<file path="config.mk">
export PLATFORM = sky130hd
export DESIGN_NAME = icf_flag_unit
export DESIGN_NICKNAME = d
export VERILOG_FILES = /design/src/verilog/icf_pkg.sv /design/src/verilog/icf_flag_unit.sv /design/src/verilog/icf_gpr_file.sv /design/src/verilog/icf_flag_calc.sv
export VERILOG_INCLUDE_DIRS = /design/src /design/src/verilog
export SDC_FILE = /design/constraint.sdc
export NUM_CORES = 2
export LEC_CHECK = 0
export BUFFER_PORTS_ARGS = -buffer_cell sky130_fd_sc_hd__buf_4
export CORE_MARGIN = 2
export CORE_UTILIZATION = 60
export CTS_CLUSTER_DIAMETER = 200
export DETAILED_ROUTE_END_ITERATION = 8
export GPL_TIMING_DRIVEN = 1
export HOLD_SLACK_MARGIN = 0.03
export PLACE_DENSITY = 0.75
export SLEW_MARGIN = 20
export SYNTH_ARGS = -nofsm -noshare
export SYNTH_HDL_FRONTEND = slang
export SYNTH_SLANG_ARGS = --single-unit
</file>
<file path="constraint.sdc">
create_clock -name clk_sys_in -period 11 [get_ports clk_sys_in]
set_input_delay 2.2 -clock clk_sys_in [delete_from_list [all_inputs] [get_ports clk_sys_in]]
set_output_delay 2.2 -clock clk_sys_in [all_outputs]
set_load 0.005 [all_outputs]
</file>
<file path="src/verilog/icf_defines.svh">
// constants for the integer condition flag update block
`ifndef ICF_DEFINES_SVH
`define ICF_DEFINES_SVH

`define ICF_XLEN 32
`define ICF_NREGS 32
`define ICF_AW 5
`define ICF_WIDE 64
`define ICF_TBC_W 7
// status register positions, bit 31 of the register is the msb
`define ICF_ST_SO 31
`define ICF_ST_OV 30
`define ICF_ST_CA 29
`define ICF_ST_RSV_HI 28
`define ICF_ST_RSV_LO 7
`define ICF_ST_RSV_W 22
`define ICF_ST_TBC_LSB 0
// target field select sits in instruction bits 6:8
`define ICF_BF_HI 25
`define ICF_BF_LO 23
`define ICF_BF_W 3
// nibble layout of one condition field
`define ICF_FLD_LT 3
`define ICF_FLD_GT 2
`define ICF_FLD_EQ 1
`define ICF_FLD_SO 0
`define ICF_FLD_W 4
`define ICF_CR_MSB 31
`define ICF_ZERO32 32'h0000_0000

`endif

</file>
<file path="src/verilog/icf_pkg.sv">
// types for the integer condition flag update block
`include "icf_defines.svh"

package icf_pkg;

    typedef enum logic [2:0] {
        ICF_OP_NONE = 3'h0,
        ICF_OP_ARITH = 3'h1,
        ICF_OP_CMPS = 3'h3,
        ICF_OP_CMPU = 3'h2,
        ICF_OP_MTS = 3'h6,
        ICF_OP_MCX = 3'h7
    } icf_op_t;

    typedef struct packed {
        icf_op_t op;
        logic rec;
        logic own;
        logic [`ICF_FLD_W-1:0] own_fld;
        logic ov_upd;
        logic [`ICF_WIDE-1:0] wide;
        logic wide_signed;
        logic ca_upd;
        logic ca;
        logic tbc_upd;
        logic [`ICF_TBC_W-1:0] string_byte_count;
        logic [`ICF_XLEN-1:0] res;
        logic [`ICF_BF_W-1:0] bf;
        logic use_imm;
        logic [`ICF_XLEN-1:0] imm;
    } icf_stage_t;

    typedef struct packed {
        icf_stage_t stg;
        logic [`ICF_XLEN-1:0] cond;
        logic sticky;
        logic ovf;
        logic spill;
        logic [`ICF_TBC_W-1:0] string_byte_count;
    } icf_state_t;

endpackage

</file>
<file path="src/verilog/icf_flag_unit.sv">
// condition flags and arithmetic status register of the integer unit
`timescale 1ns/100ps
`include "icf_defines.svh"

module icf_flag_unit
    import icf_pkg::*;
(
    input wire logic clk_sys_in,
    input wire logic rst_in,
    input wire logic [2:0] op_in,
    input wire logic wr_en_in,
    input wire logic [`ICF_AW-1:0] wr_addr_in,
    input wire logic [`ICF_XLEN-1:0] wr_data_in,
    input wire logic rec_in,
    input wire logic rec_own_in,
    input wire logic [`ICF_FLD_W-1:0] own_field_in,
    input wire logic ov_upd_in,
    input wire logic [`ICF_WIDE-1:0] res_wide_in,
    input wire logic res_signed_in,
    input wire logic ca_upd_in,
    input wire logic ca_val_in,
    input wire logic tbc_upd_in,
    input wire logic [`ICF_TBC_W-1:0] tbc_val_in,
    input wire logic [`ICF_XLEN-1:0] instr_in,
    input wire logic [`ICF_AW-1:0] src_a_in,
    input wire logic [`ICF_AW-1:0] src_b_in,
    input wire logic use_imm_in,
    input wire logic [`ICF_XLEN-1:0] imm_in,
    input wire logic [`ICF_AW-1:0] rd_addr_in,
    output logic [`ICF_XLEN-1:0] rd_data_out,
    output logic [`ICF_XLEN-1:0] cond_flags_out,
    output logic [`ICF_XLEN-1:0] status_out
);

    icf_state_t s_q;
    icf_state_t s_d;
    logic [`ICF_XLEN-1:0] opa_w;
    logic [`ICF_XLEN-1:0] opb_w;
    logic [`ICF_XLEN-1:0] calc_a;
    logic [`ICF_XLEN-1:0] calc_b;
    logic calc_signed;
    logic lt_w;
    logic gt_w;
    logic eq_w;
    logic ov_w;
    logic is_cmp_in;
    logic [`ICF_AW-1:0] port_b_addr;
    logic [`ICF_FLD_W-1:0] fld_w;
    logic [`ICF_AW-1:0] fld_pos;

    // a compare against a register borrows the user read port for a cycle
    assign is_cmp_in = (op_in == ICF_OP_CMPS) || (op_in == ICF_OP_CMPU);
    assign port_b_addr = (is_cmp_in && !use_imm_in) ? src_b_in
                                                    : rd_addr_in;

    icf_gpr_file #(
        .WIDTH(`ICF_XLEN),
        .DEPTH(`ICF_NREGS),
        .AW(`ICF_AW)
    ) u_gpr (
        .clk_sys_in(clk_sys_in),
        .wr_en_in(wr_en_in),
        .wr_addr_in(wr_addr_in),
        .wr_data_in(wr_data_in),
        .rd_a_addr_in(src_a_in),
        .rd_b_addr_in(port_b_addr),
        .rd_a_data_out(opa_w),
        .rd_b_data_out(opb_w)
    );

    icf_flag_calc #(
        .WIDTH(`ICF_XLEN)
    ) u_calc (
        .a_in(calc_a),
        .b_in(calc_b),
        .signed_in(calc_signed),
        .lt_out(lt_w),
        .gt_out(gt_w),
        .eq_out(eq_w)
    );

    // one shared comparator: record forms compare the result with zero
    always_comb
    begin
        calc_a = s_q.stg.res;
        calc_b = `ICF_ZERO32;
        calc_signed = 1'b1;
        if (s_q.stg.op == ICF_OP_CMPS || s_q.stg.op == ICF_OP_CMPU)
        begin
            calc_a = opa_w;
            calc_b = s_q.stg.use_imm ? s_q.stg.imm : opb_w;
            calc_signed = (s_q.stg.op == ICF_OP_CMPS);
        end
    end

    // overflow of the infinitely precise result
    always_comb
    begin
        if (s_q.stg.wide_signed)
        begin
            ov_w = !(&s_q.stg.wide[`ICF_WIDE-1:`ICF_XLEN-1]
                || !(|s_q.stg.wide[`ICF_WIDE-1:`ICF_XLEN-1]));
        end
        else
        begin
            ov_w = |s_q.stg.wide[`ICF_WIDE-1:`ICF_XLEN];
        end
    end

    always_comb
    begin
        s_d = s_q;
        fld_w = '0;
        fld_pos = '0;
        s_d.stg.op = icf_op_t'(op_in);
        s_d.stg.rec = rec_in;
        s_d.stg.own = rec_own_in;
        s_d.stg.own_fld = own_field_in;
        s_d.stg.ov_upd = ov_upd_in;
        s_d.stg.wide = res_wide_in;
        s_d.stg.wide_signed = res_signed_in;
        s_d.stg.ca_upd = ca_upd_in;
        s_d.stg.ca = ca_val_in;
        s_d.stg.tbc_upd = tbc_upd_in;
        s_d.stg.string_byte_count = tbc_val_in;
        s_d.stg.res = wr_data_in;
        s_d.stg.bf = instr_in[`ICF_BF_HI:`ICF_BF_LO];
        s_d.stg.use_imm = use_imm_in;
        s_d.stg.imm = imm_in;
        case (s_q.stg.op)
            ICF_OP_ARITH:
            begin
                if (s_q.stg.ca_upd)
                begin
                    s_d.spill = s_q.stg.ca;
                end
                if (s_q.stg.ov_upd)
                begin
                    s_d.ovf = ov_w;
                    s_d.sticky = s_q.sticky | ov_w;
                end
                if (s_q.stg.tbc_upd)
                begin
                    s_d.string_byte_count = s_q.stg.string_byte_count;
                end
                if (s_q.stg.rec)
                begin
                    if (s_q.stg.own)
                    begin
                        fld_w = s_q.stg.own_fld;
                    end
                    else
                    begin
                        fld_w[`ICF_FLD_LT] = lt_w;
                        fld_w[`ICF_FLD_GT] = gt_w;
                        fld_w[`ICF_FLD_EQ] = eq_w;
                        // without an overflow-recording form this is the
                        // old sticky value
                        fld_w[`ICF_FLD_SO] = s_d.sticky;
                    end
                    s_d.cond[`ICF_CR_MSB -: `ICF_FLD_W] = fld_w;
                end
            end
            ICF_OP_CMPS, ICF_OP_CMPU:
            begin
                fld_w[`ICF_FLD_LT] = lt_w;
                fld_w[`ICF_FLD_GT] = gt_w;
                fld_w[`ICF_FLD_EQ] = eq_w;
                fld_w[`ICF_FLD_SO] = s_q.sticky;
                fld_pos = {s_q.stg.bf, 2'b00};
                s_d.cond[`ICF_CR_MSB - fld_pos -: `ICF_FLD_W] = fld_w;
            end
            ICF_OP_MTS:
            begin
                // reserved source bits are dropped here
                s_d.sticky = opa_w[`ICF_ST_SO];
                s_d.ovf = opa_w[`ICF_ST_OV];
                s_d.spill = opa_w[`ICF_ST_CA];
                s_d.string_byte_count = opa_w[`ICF_ST_TBC_LSB +: `ICF_TBC_W];
            end
            ICF_OP_MCX:
            begin
                fld_w[`ICF_FLD_LT] = s_q.sticky;
                fld_w[`ICF_FLD_GT] = s_q.ovf;
                fld_w[`ICF_FLD_EQ] = s_q.spill;
                fld_w[`ICF_FLD_SO] = 1'b0;
                fld_pos = {s_q.stg.bf, 2'b00};
                s_d.cond[`ICF_CR_MSB - fld_pos -: `ICF_FLD_W] = fld_w;
                s_d.sticky = 1'b0;
                s_d.ovf = 1'b0;
                s_d.spill = 1'b0;
            end
            default:
            begin
                s_d.cond = s_q.cond;
            end
        endcase
    end

    always_ff @(posedge clk_sys_in or posedge rst_in)
    begin
        if (rst_in)
        begin
            s_q <= '0;
        end
        else
        begin
            s_q <= s_d;
        end
    end

    assign cond_flags_out = s_q.cond;
    // port b is registered in the file, so this output leaves a flip-flop
    assign rd_data_out = opb_w;
    assign status_out = {s_q.sticky, s_q.ovf, s_q.spill,
                         `ICF_ST_RSV_W'(0), s_q.string_byte_count};

    logic rec_std;
    assign rec_std = (s_q.stg.op == ICF_OP_ARITH) && s_q.stg.rec
                     && !s_q.stg.own;
endmodule

</file>
<file path="src/verilog/icf_gpr_file.sv">
// general register file with one write and two registered read ports
`timescale 1ns/100ps
`include "icf_defines.svh"

module icf_gpr_file
    import icf_pkg::*;
#(
    parameter int WIDTH = `ICF_XLEN,
    parameter int DEPTH = `ICF_NREGS,
    parameter int AW = `ICF_AW
)
(
    input wire logic clk_sys_in,
    input wire logic wr_en_in,
    input wire logic [AW-1:0] wr_addr_in,
    input wire logic [WIDTH-1:0] wr_data_in,
    input wire logic [AW-1:0] rd_a_addr_in,
    input wire logic [AW-1:0] rd_b_addr_in,
    output logic [WIDTH-1:0] rd_a_data_out,
    output logic [WIDTH-1:0] rd_b_data_out
);

    logic [WIDTH-1:0] mem_q [DEPTH];

    // no write-through: a read in the write cycle returns the old word
    always_ff @(posedge clk_sys_in)
    begin
        if (wr_en_in)
        begin
            mem_q[wr_addr_in] <= wr_data_in;
        end
        rd_a_data_out <= mem_q[rd_a_addr_in];
        rd_b_data_out <= mem_q[rd_b_addr_in];
    end

endmodule

</file>
<file path="src/verilog/icf_flag_calc.sv">
// less, greater and equal flags of a signed or unsigned compare
`timescale 1ns/100ps
`include "icf_defines.svh"

module icf_flag_calc
    import icf_pkg::*;
#(
    parameter int WIDTH = `ICF_XLEN
)
(
    input wire logic [WIDTH-1:0] a_in,
    input wire logic [WIDTH-1:0] b_in,
    input wire logic signed_in,
    output logic lt_out,
    output logic gt_out,
    output logic eq_out
);

    always_comb
    begin
        eq_out = (a_in == b_in);
        if (signed_in)
        begin
            lt_out = ($signed(a_in) < $signed(b_in));
        end
        else
        begin
            lt_out = (a_in < b_in);
        end
        gt_out = !lt_out && !eq_out;
    end

endmodule

</file>
Word level (Yosys, flattened, before mapping)
Memory sizes are Yosys's and may differ from the RTL's. A register that Yosys moved wholly into a read port is not among the register bits.
Index checks and enable logic that the tools add are counted.
- bits of input ports: 205
- memory bits (writable): 1024
- register bits: 195
- word-level logic and storage cells: 84
- output and inout port bits: 96
- memories: 1
- memories (name ; depth ; bits a word ; rd ports ; clocked after Yosys merged registers in ; wr ports ; line ; source):
    u_gpr.mem_q ; 32 ; 32 ; 2 ; 2 ; 1 ; icf_gpr_file.sv:23 ; logic [WIDTH-1:0] mem_q [DEPTH];
- mux-type cells: 20
- shift-type cells: 3
- bitwise operators: 1
- reduce and logical (&&, ||, !) cells: 22
- eq/ne operators: 12
- $add $sub $neg: 2
- order comparisons: 2
- operator list (operator ; number):
    32-bit 2-to-1 mux ; 3
    4-bit by 34-bit variable part select with 35-bit output ; 2
    32-bit bitwise mux ; 2
    32-bit < comparator ; 2
    28-bit one-hot mux with 2 select lines ; 1
    4-bit by 34-bit variable shift with 35-bit output (first input constant) ; 1
    32-bit negator with 34-bit output ; 1
    33-bit AND reduction ; 1
    33-bit OR reduction ; 1
    32-bit == test ; 1
    32-bit OR reduction ; 1
    7-bit one-hot mux with 2 select lines ; 1
    3-bit by 2-bit == test with 1-bit output (second input constant) ; 4
    4-bit one-hot mux with 3 select lines ; 1
    3-bit one-hot mux with 3 select lines ; 1
    4-bit 2-to-1 mux ; 2
    2-bit inequality test (second input constant) ; 4
    2-bit AND reduction ; 4
    7-bit 2-to-1 mux ; 1
    3-bit == test (second input constant) ; 2
    1-bit 2-to-1 mux ; 6
    3-bit nonzero test ; 2
    5-bit by 5-bit subtractor with 6-bit output (first input constant) ; 1
    1-bit logical NOT ; 5
    8 further kinds ; 12

Longest topological paths before layout
- depth after elaboration: 10
- gate-level depth with buffers: 16
- mapped depth without buffers: 13

Cells and area by module
A second synthesis with hierarchy kept.
- cells, all modules: 4081
- area, all modules: 57488.9 µm²
- by module, submodules not included (module ; cells an instance ; times used ; area an instance (µm²)):
    icf_gpr_file ; 3450 ; 1 ; 50070.5
    icf_flag_unit ; 517 ; 1 ; 6568.8
    icf_flag_calc ; 114 ; 1 ; 849.6

Least setup slack after synthesis
OpenSTA, ideal clock, no wires.
- path kind: input-to-reg
- start: in wr_addr_in[1]
- end: mem u_gpr.mem_q[12][0] in the netlist's numbering, enable pin
- stages on the path: 3
- arrival time: 4.213 ns
- setup slack: 6.366 ns
- data required time: 10.579 ns
- cell sequence: or3b_2 > clkbuf_1 > nor2_1
- RTL lines (what ; line ; source):
    start, declared ; icf_flag_unit.sv:12 ; input wire logic [`ICF_AW-1:0] wr_addr_in,
    end, declared ; icf_gpr_file.sv:23 ;
No word-level cell before the write port.

Final worst setup path
- start: in op_in[2]
- end: reg u_gpr.rd_b_data_out[30], read port of u_gpr.mem_q
- cells in the longest elaborated chain, start to end: 4
- elaborated cells on any way between the ends: 5
- classes of those cells: 2 x eq/ne; 1 x mux; 2 x reduce/logical
- RTL lines (what ; line ; source):
    start, declared ; icf_flag_unit.sv:10 ; input wire logic [2:0] op_in,
    3-bit by 2-bit == test with 1-bit output ; icf_flag_unit.sv:52 ; assign is_cmp_in = (op_in == ICF_OP_CMPS) || (op_in == ICF_OP_CMPU);
    1-bit logical OR (*) ; icf_flag_unit.sv:52 ;
    1-bit logical AND (*) ; icf_flag_unit.sv:53 ; assign port_b_addr = (is_cmp_in && !use_imm_in) ? src_b_in
    5-bit 2-to-1 mux (*) ; icf_flag_unit.sv:53 ;
    end, declared ; icf_gpr_file.sv:20 ; output logic [WIDTH-1:0] rd_b_data_out
Every way passes the cells marked *; elsewhere a longest branch is shown, timed or not.
A chain may end at the register's enable or synchronous reset.

==> results.md <==
* Count of hold buffers inserted by post-cts repair at 0
* Status: finished clean
* Post-detailed-routing wire length at 159,000 um
* Post-Synthesis Cells at 3,959
* P&R area growth vs syn at 11.2%
* Clock root buffer: sky130_fd_sc_hd__clkbuf_16
* RD Place Congestion at 0.821
* Via count at 37,200
* Place WS at 4.25 ns
* Detail Route met2 WL at 76,100 um
* Reg2Reg Setup Slack at 5.87 ns
* Final Cycle Share at 52.2%
* DRC violation count after routing at 0
* Average footprint of a synthesized cell at 14.5 um^2
* Final Max Tran Viols at 0
* Cell with the largest stage delay on the worst path: sky130_fd_sc_hd__buf_4
* CTS tree: done
* Number of setup buffers added after CTS at 0
* Initial standard-cell utilization of the core at 60.5%
* Clock latency at the later pin of the worst-skew pair at 0.74 ns
* Total GRT Usage at 32.2%
* Netlist Area Pre-Place at 57,400 um^2
* Routed len/inst at 29.4 um
* Internal cell power at 8190 uW
* Horizontal die dimension at 313 um
* Setup crit end kind: flip-flop
* Worst clock skew at 0.0316 ns
* WS Path Type: primary input to flip-flop
* Final setup fails at 0
* CP startpoint: op_in[2]
* Layout net count at 4,256
* Number of buffers created by CTS at 130
* Total of warnings raised by yosys at 0
* Setup repair after global routing missed its margin: no
* Clk sinks at 1,252
* Slowest Stage Delay on Critical Path at 0.65 ns
* Core area at 94,900 um^2
* Die Outline Area at 98,100 um^2
* Max-cap viol count at 0
* DR iter-0 viols at 4,834
* First-pass iteration count of the detailed router at 7
* Std cell rows at 113
* Relative max-transition margin at 17.0%
* Net switching power at 2580 uW
* Io pins at 301
* Fin worst setup slack at 5.25 ns
* Highest layer used for signal routing: met5
* Worst Tran Pin Value at 1.24 ns
* Final core utilization at 67.2%
* Number of distinct library cells after synthesis at 62
* Number of standard cells in the final layout excluding fillers at 5,389
* Endpoint of the most critical register-to-register path: cond_flags_out[18]
* Number of cells in the design after placement at 5,151
* Clock input transition at the sequential cells of the worst setup and hold paths at 0.06 ns
* Global route overflow at 0
* Setup TNS at 0 ns
* Total leakage power at 0.0216 uW
* Highest clock frequency the design can meet at 174 MHz
* Detailed placement HPWL at 86,200 um
* Routed via count divided by cell count at 6.90
* Number of enable-type register cells in the synthesized netlist at 1,024
* Part of the total power dissipated in combinational logic at 10.8%
* Total Power Consumption at 10,800 uW
* Worst R2R Start: s_q[193]
* Share of flip-flops with an asynchronous set or reset at 13.1%
* Sum of met3 wire segment lengths after detailed routing at 18,100 um
* Most common cell type on the critical path: sky130_fd_sc_hd__a211oi_1
* Instance count on the critical path at 11
* Kind of path behind the tightest hold check: flip-flop to flip-flop
* Maximum fanout along the worst path at 153
* Die H at 313 um
* Vias in the first global route at 36,300
* Top FF cell, synth: sky130_fd_sc_hd__edfxtp_1
* Destination of the critical timing path: u_gpr.rd_b_data_out[30]
* Worst-case reg-to-reg path depth at 13
* Maximum number of pins on one net before global-route repair at 240
* Initial antenna violation count at 6
* Layout fillers at 6,296
* Buffers from clock root to sink, at most at 3
* Final critical delay including setup and external delays at 5.75 ns
* H-Tree Level Count at 4
* Post-cts resize count at 0
* Met1 Routed Length at 58,100 um
* Routed Antenna Nets at 0
* Critical path required time at 11.66 ns
* Sequential share of power at 50.1%
* Worst endpoint data arrival time at 6.41 ns
* Final hold viol count at 0
* Clock power share at 39.1%
* Buf/Inv on CP at 4
* Count of input and output buffers at 218
* Number of register bits inferred by synthesis at 1,252
* Crit path max-delay family: buffers and inverters
* Fraction of layout instances using a drive strength above 1 at 22.3%
* Areal power density over the cells at 169 nW/um^2
* Fraction of power spent switching nets at 24.0%
* Worst setup SP type: primary input
* First-pass GRT wire length at 231,000 um
* CP cell instances: buf_4 -> nor3b_4 -> buf_8 -> mux2i_4 -> buf_12 -> buf_4 -> a211oi_1 -> a311oi_1 -> a211oi_1 -> a211oi_1 -> a21o_1
* Portion of the post-synthesis area used by sequential elements at 63.0%
* Worst IR Drop VDD at 0.000114 V
==> registers in the layout (all words and copies together), names as in the netlist <==
register	flops
u_gpr.rd_a_data_out	32
cond_flags_out	32
status_out	10
u_gpr.rd_b_data_out	32
u_gpr.mem_q	1024
s_q	122
==> power by group through the flow <==
stage	clock, uW	sequential, uW	combinational [uW]
final	4210	5390	1170
after global routing	4430	5400	1250
after global placement	0	5480	1130
after detailed placement	0	5490	1150
after floorplan	0	5430	788
after CTS	4240	5390	1160
==> worst min path at each step <==
| stage | from | endpoint | depth (start not counted) |
|---|---|---|---|
| 6_report | cond_flags_out[9] | cond_flags_out[9] | 2 |
| 5_1_grt | cond_flags_out[1] | cond_flags_out[1] | 2 |
| 4_1_cts | cond_flags_out[9] | cond_flags_out[9] | 2 |
| 3_5_place_dp | cond_flags_out[9] | cond_flags_out[9] | 2 |
| 3_3_place_gp | cond_flags_out[13] | cond_flags_out[13] | 2 |
| 2_1_floorplan | cond_flags_out[29] | cond_flags_out[29] | 2 |
==> cells in the final DEF, fill, tap and decap left out, types with 22 or more instances in the layout <==
| master | instances |
|---|---|
| sky130_fd_sc_hd__clkbuf_1 | 40 |
| sky130_fd_sc_hd__clkbuf_16 | 132 |
| sky130_fd_sc_hd__nand2_1 | 678 |
| sky130_fd_sc_hd__mux2_2 | 80 |
| sky130_fd_sc_hd__edfxtp_1 | 1024 |
| sky130_fd_sc_hd__and2_0 | 33 |
| sky130_fd_sc_hd__mux4_2 | 320 |
| sky130_fd_sc_hd__nor2_4 | 34 |
| sky130_fd_sc_hd__conb_1 | 22 |
| sky130_fd_sc_hd__dfxtp_1 | 64 |
| sky130_fd_sc_hd__ha_1 | 32 |
| sky130_fd_sc_hd__and2_1 | 225 |
| sky130_fd_sc_hd__dfrtp_1 | 163 |
| sky130_fd_sc_hd__a21o_1 | 34 |
| sky130_fd_sc_hd__buf_4 | 276 |
| sky130_fd_sc_hd__a311oi_1 | 130 |
| sky130_fd_sc_hd__o21ai_0 | 22 |
| sky130_fd_sc_hd__a211oi_1 | 354 |
| sky130_fd_sc_hd__a21oi_1 | 118 |
| sky130_fd_sc_hd__a31oi_1 | 129 |
==> layer usage <==
metal / GRT usage [%] / vias up
met4: 12.9 / 4
met1: 43.3 / 18800
met2: 51.6 / 2422
met5: 0 / -
li1: - / 15600
met3: 7.25 / 405
==> synthesized netlist by cell type, drive strengths merged (4+ instances only) <==
cell	instances	share of area [%]
a211oi	355	4.7
a21o	34	0.44
a21oi	118	1.0
a311oi	130	2.0
a31oi	129	1.4
and2	258	2.8
buf	174	2.0
clkbuf	206	1.4
dfrtp	164	7.2
dfxtp	64	2.2
edfxtp	1024	54
ha	32	0.70
inv	6	0.039
mux2	82	1.6
mux2i	14	0.29
mux4	320	13
nand2	679	4.4
nand3	16	0.14
nand3b	5	0.065
nand4	16	0.17
nor2	52	0.35
nor3	4	0.035
nor4	10	0.11
o21ai	23	0.20
==> logic make-up (layout without fill, tap and decap cells) <==
logic type	after synthesis	count (layout)	share of synthesized area, %
DFF	1252	1252	63.0
and+or+nand+nor	1060	1060	8.40
AOI/OAI and AO/OA	810	810	10.0
muxes	416	416	14.5
buffers and inverters	386	527	3.39
adders and majority gates	32	32	0.698
xor gates and xnor gates	2	2	0.0436
other	1	25	0.00654
==> area by class of cell <==
cell class / instances / area, um^2 / area share [%]
multi-input cells: 2342 / 19700 / 30.9
well taps: 1265 / 1580 / 2.48
inverters: 6 / 30.0 / 0.0471
flip-flops and latches: 1252 / 36100 / 56.6
repair buffers: 287 / 2270 / 3.56
clock inverters: 44 / 375 / 0.588
clock buffers: 190 / 3700 / 5.80
diodes: 3 / 7.51 / 0.0118
==> per-stage QoR <==
step / hold slack [ns] / instance area, um^2
after global placement: 0.464 / 59700
after global routing: 0.508 / 63800
after CTS: 0.484 / 63800
after detailed placement: 0.471 / 59700
final: 0.477 / 63800
after floorplan: 0.451 / 57500
==> worst reg2reg max path, stage by stage, from the launching register on <==
cell	delay (ns)
sky130_fd_sc_hd__dfrtp_1	0.54
sky130_fd_sc_hd__inv_1	0.16
sky130_fd_sc_hd__nor2_4	0.64
sky130_fd_sc_hd__buf_4	0.67
sky130_fd_sc_hd__nand2_1	0.14
sky130_fd_sc_hd__ha_1	0.45
sky130_fd_sc_hd__nand4_1	0.21
sky130_fd_sc_hd__nor4_1	0.62
sky130_fd_sc_hd__and4_1	0.37
sky130_fd_sc_hd__o31a_1	0.25
sky130_fd_sc_hd__nor2_4	0.07
sky130_fd_sc_hd__xnor2_2	0.32
sky130_fd_sc_hd__o21ai_1	0.26
sky130_fd_sc_hd__mux2_2	0.33
Power figures use the tool's default switching activity.
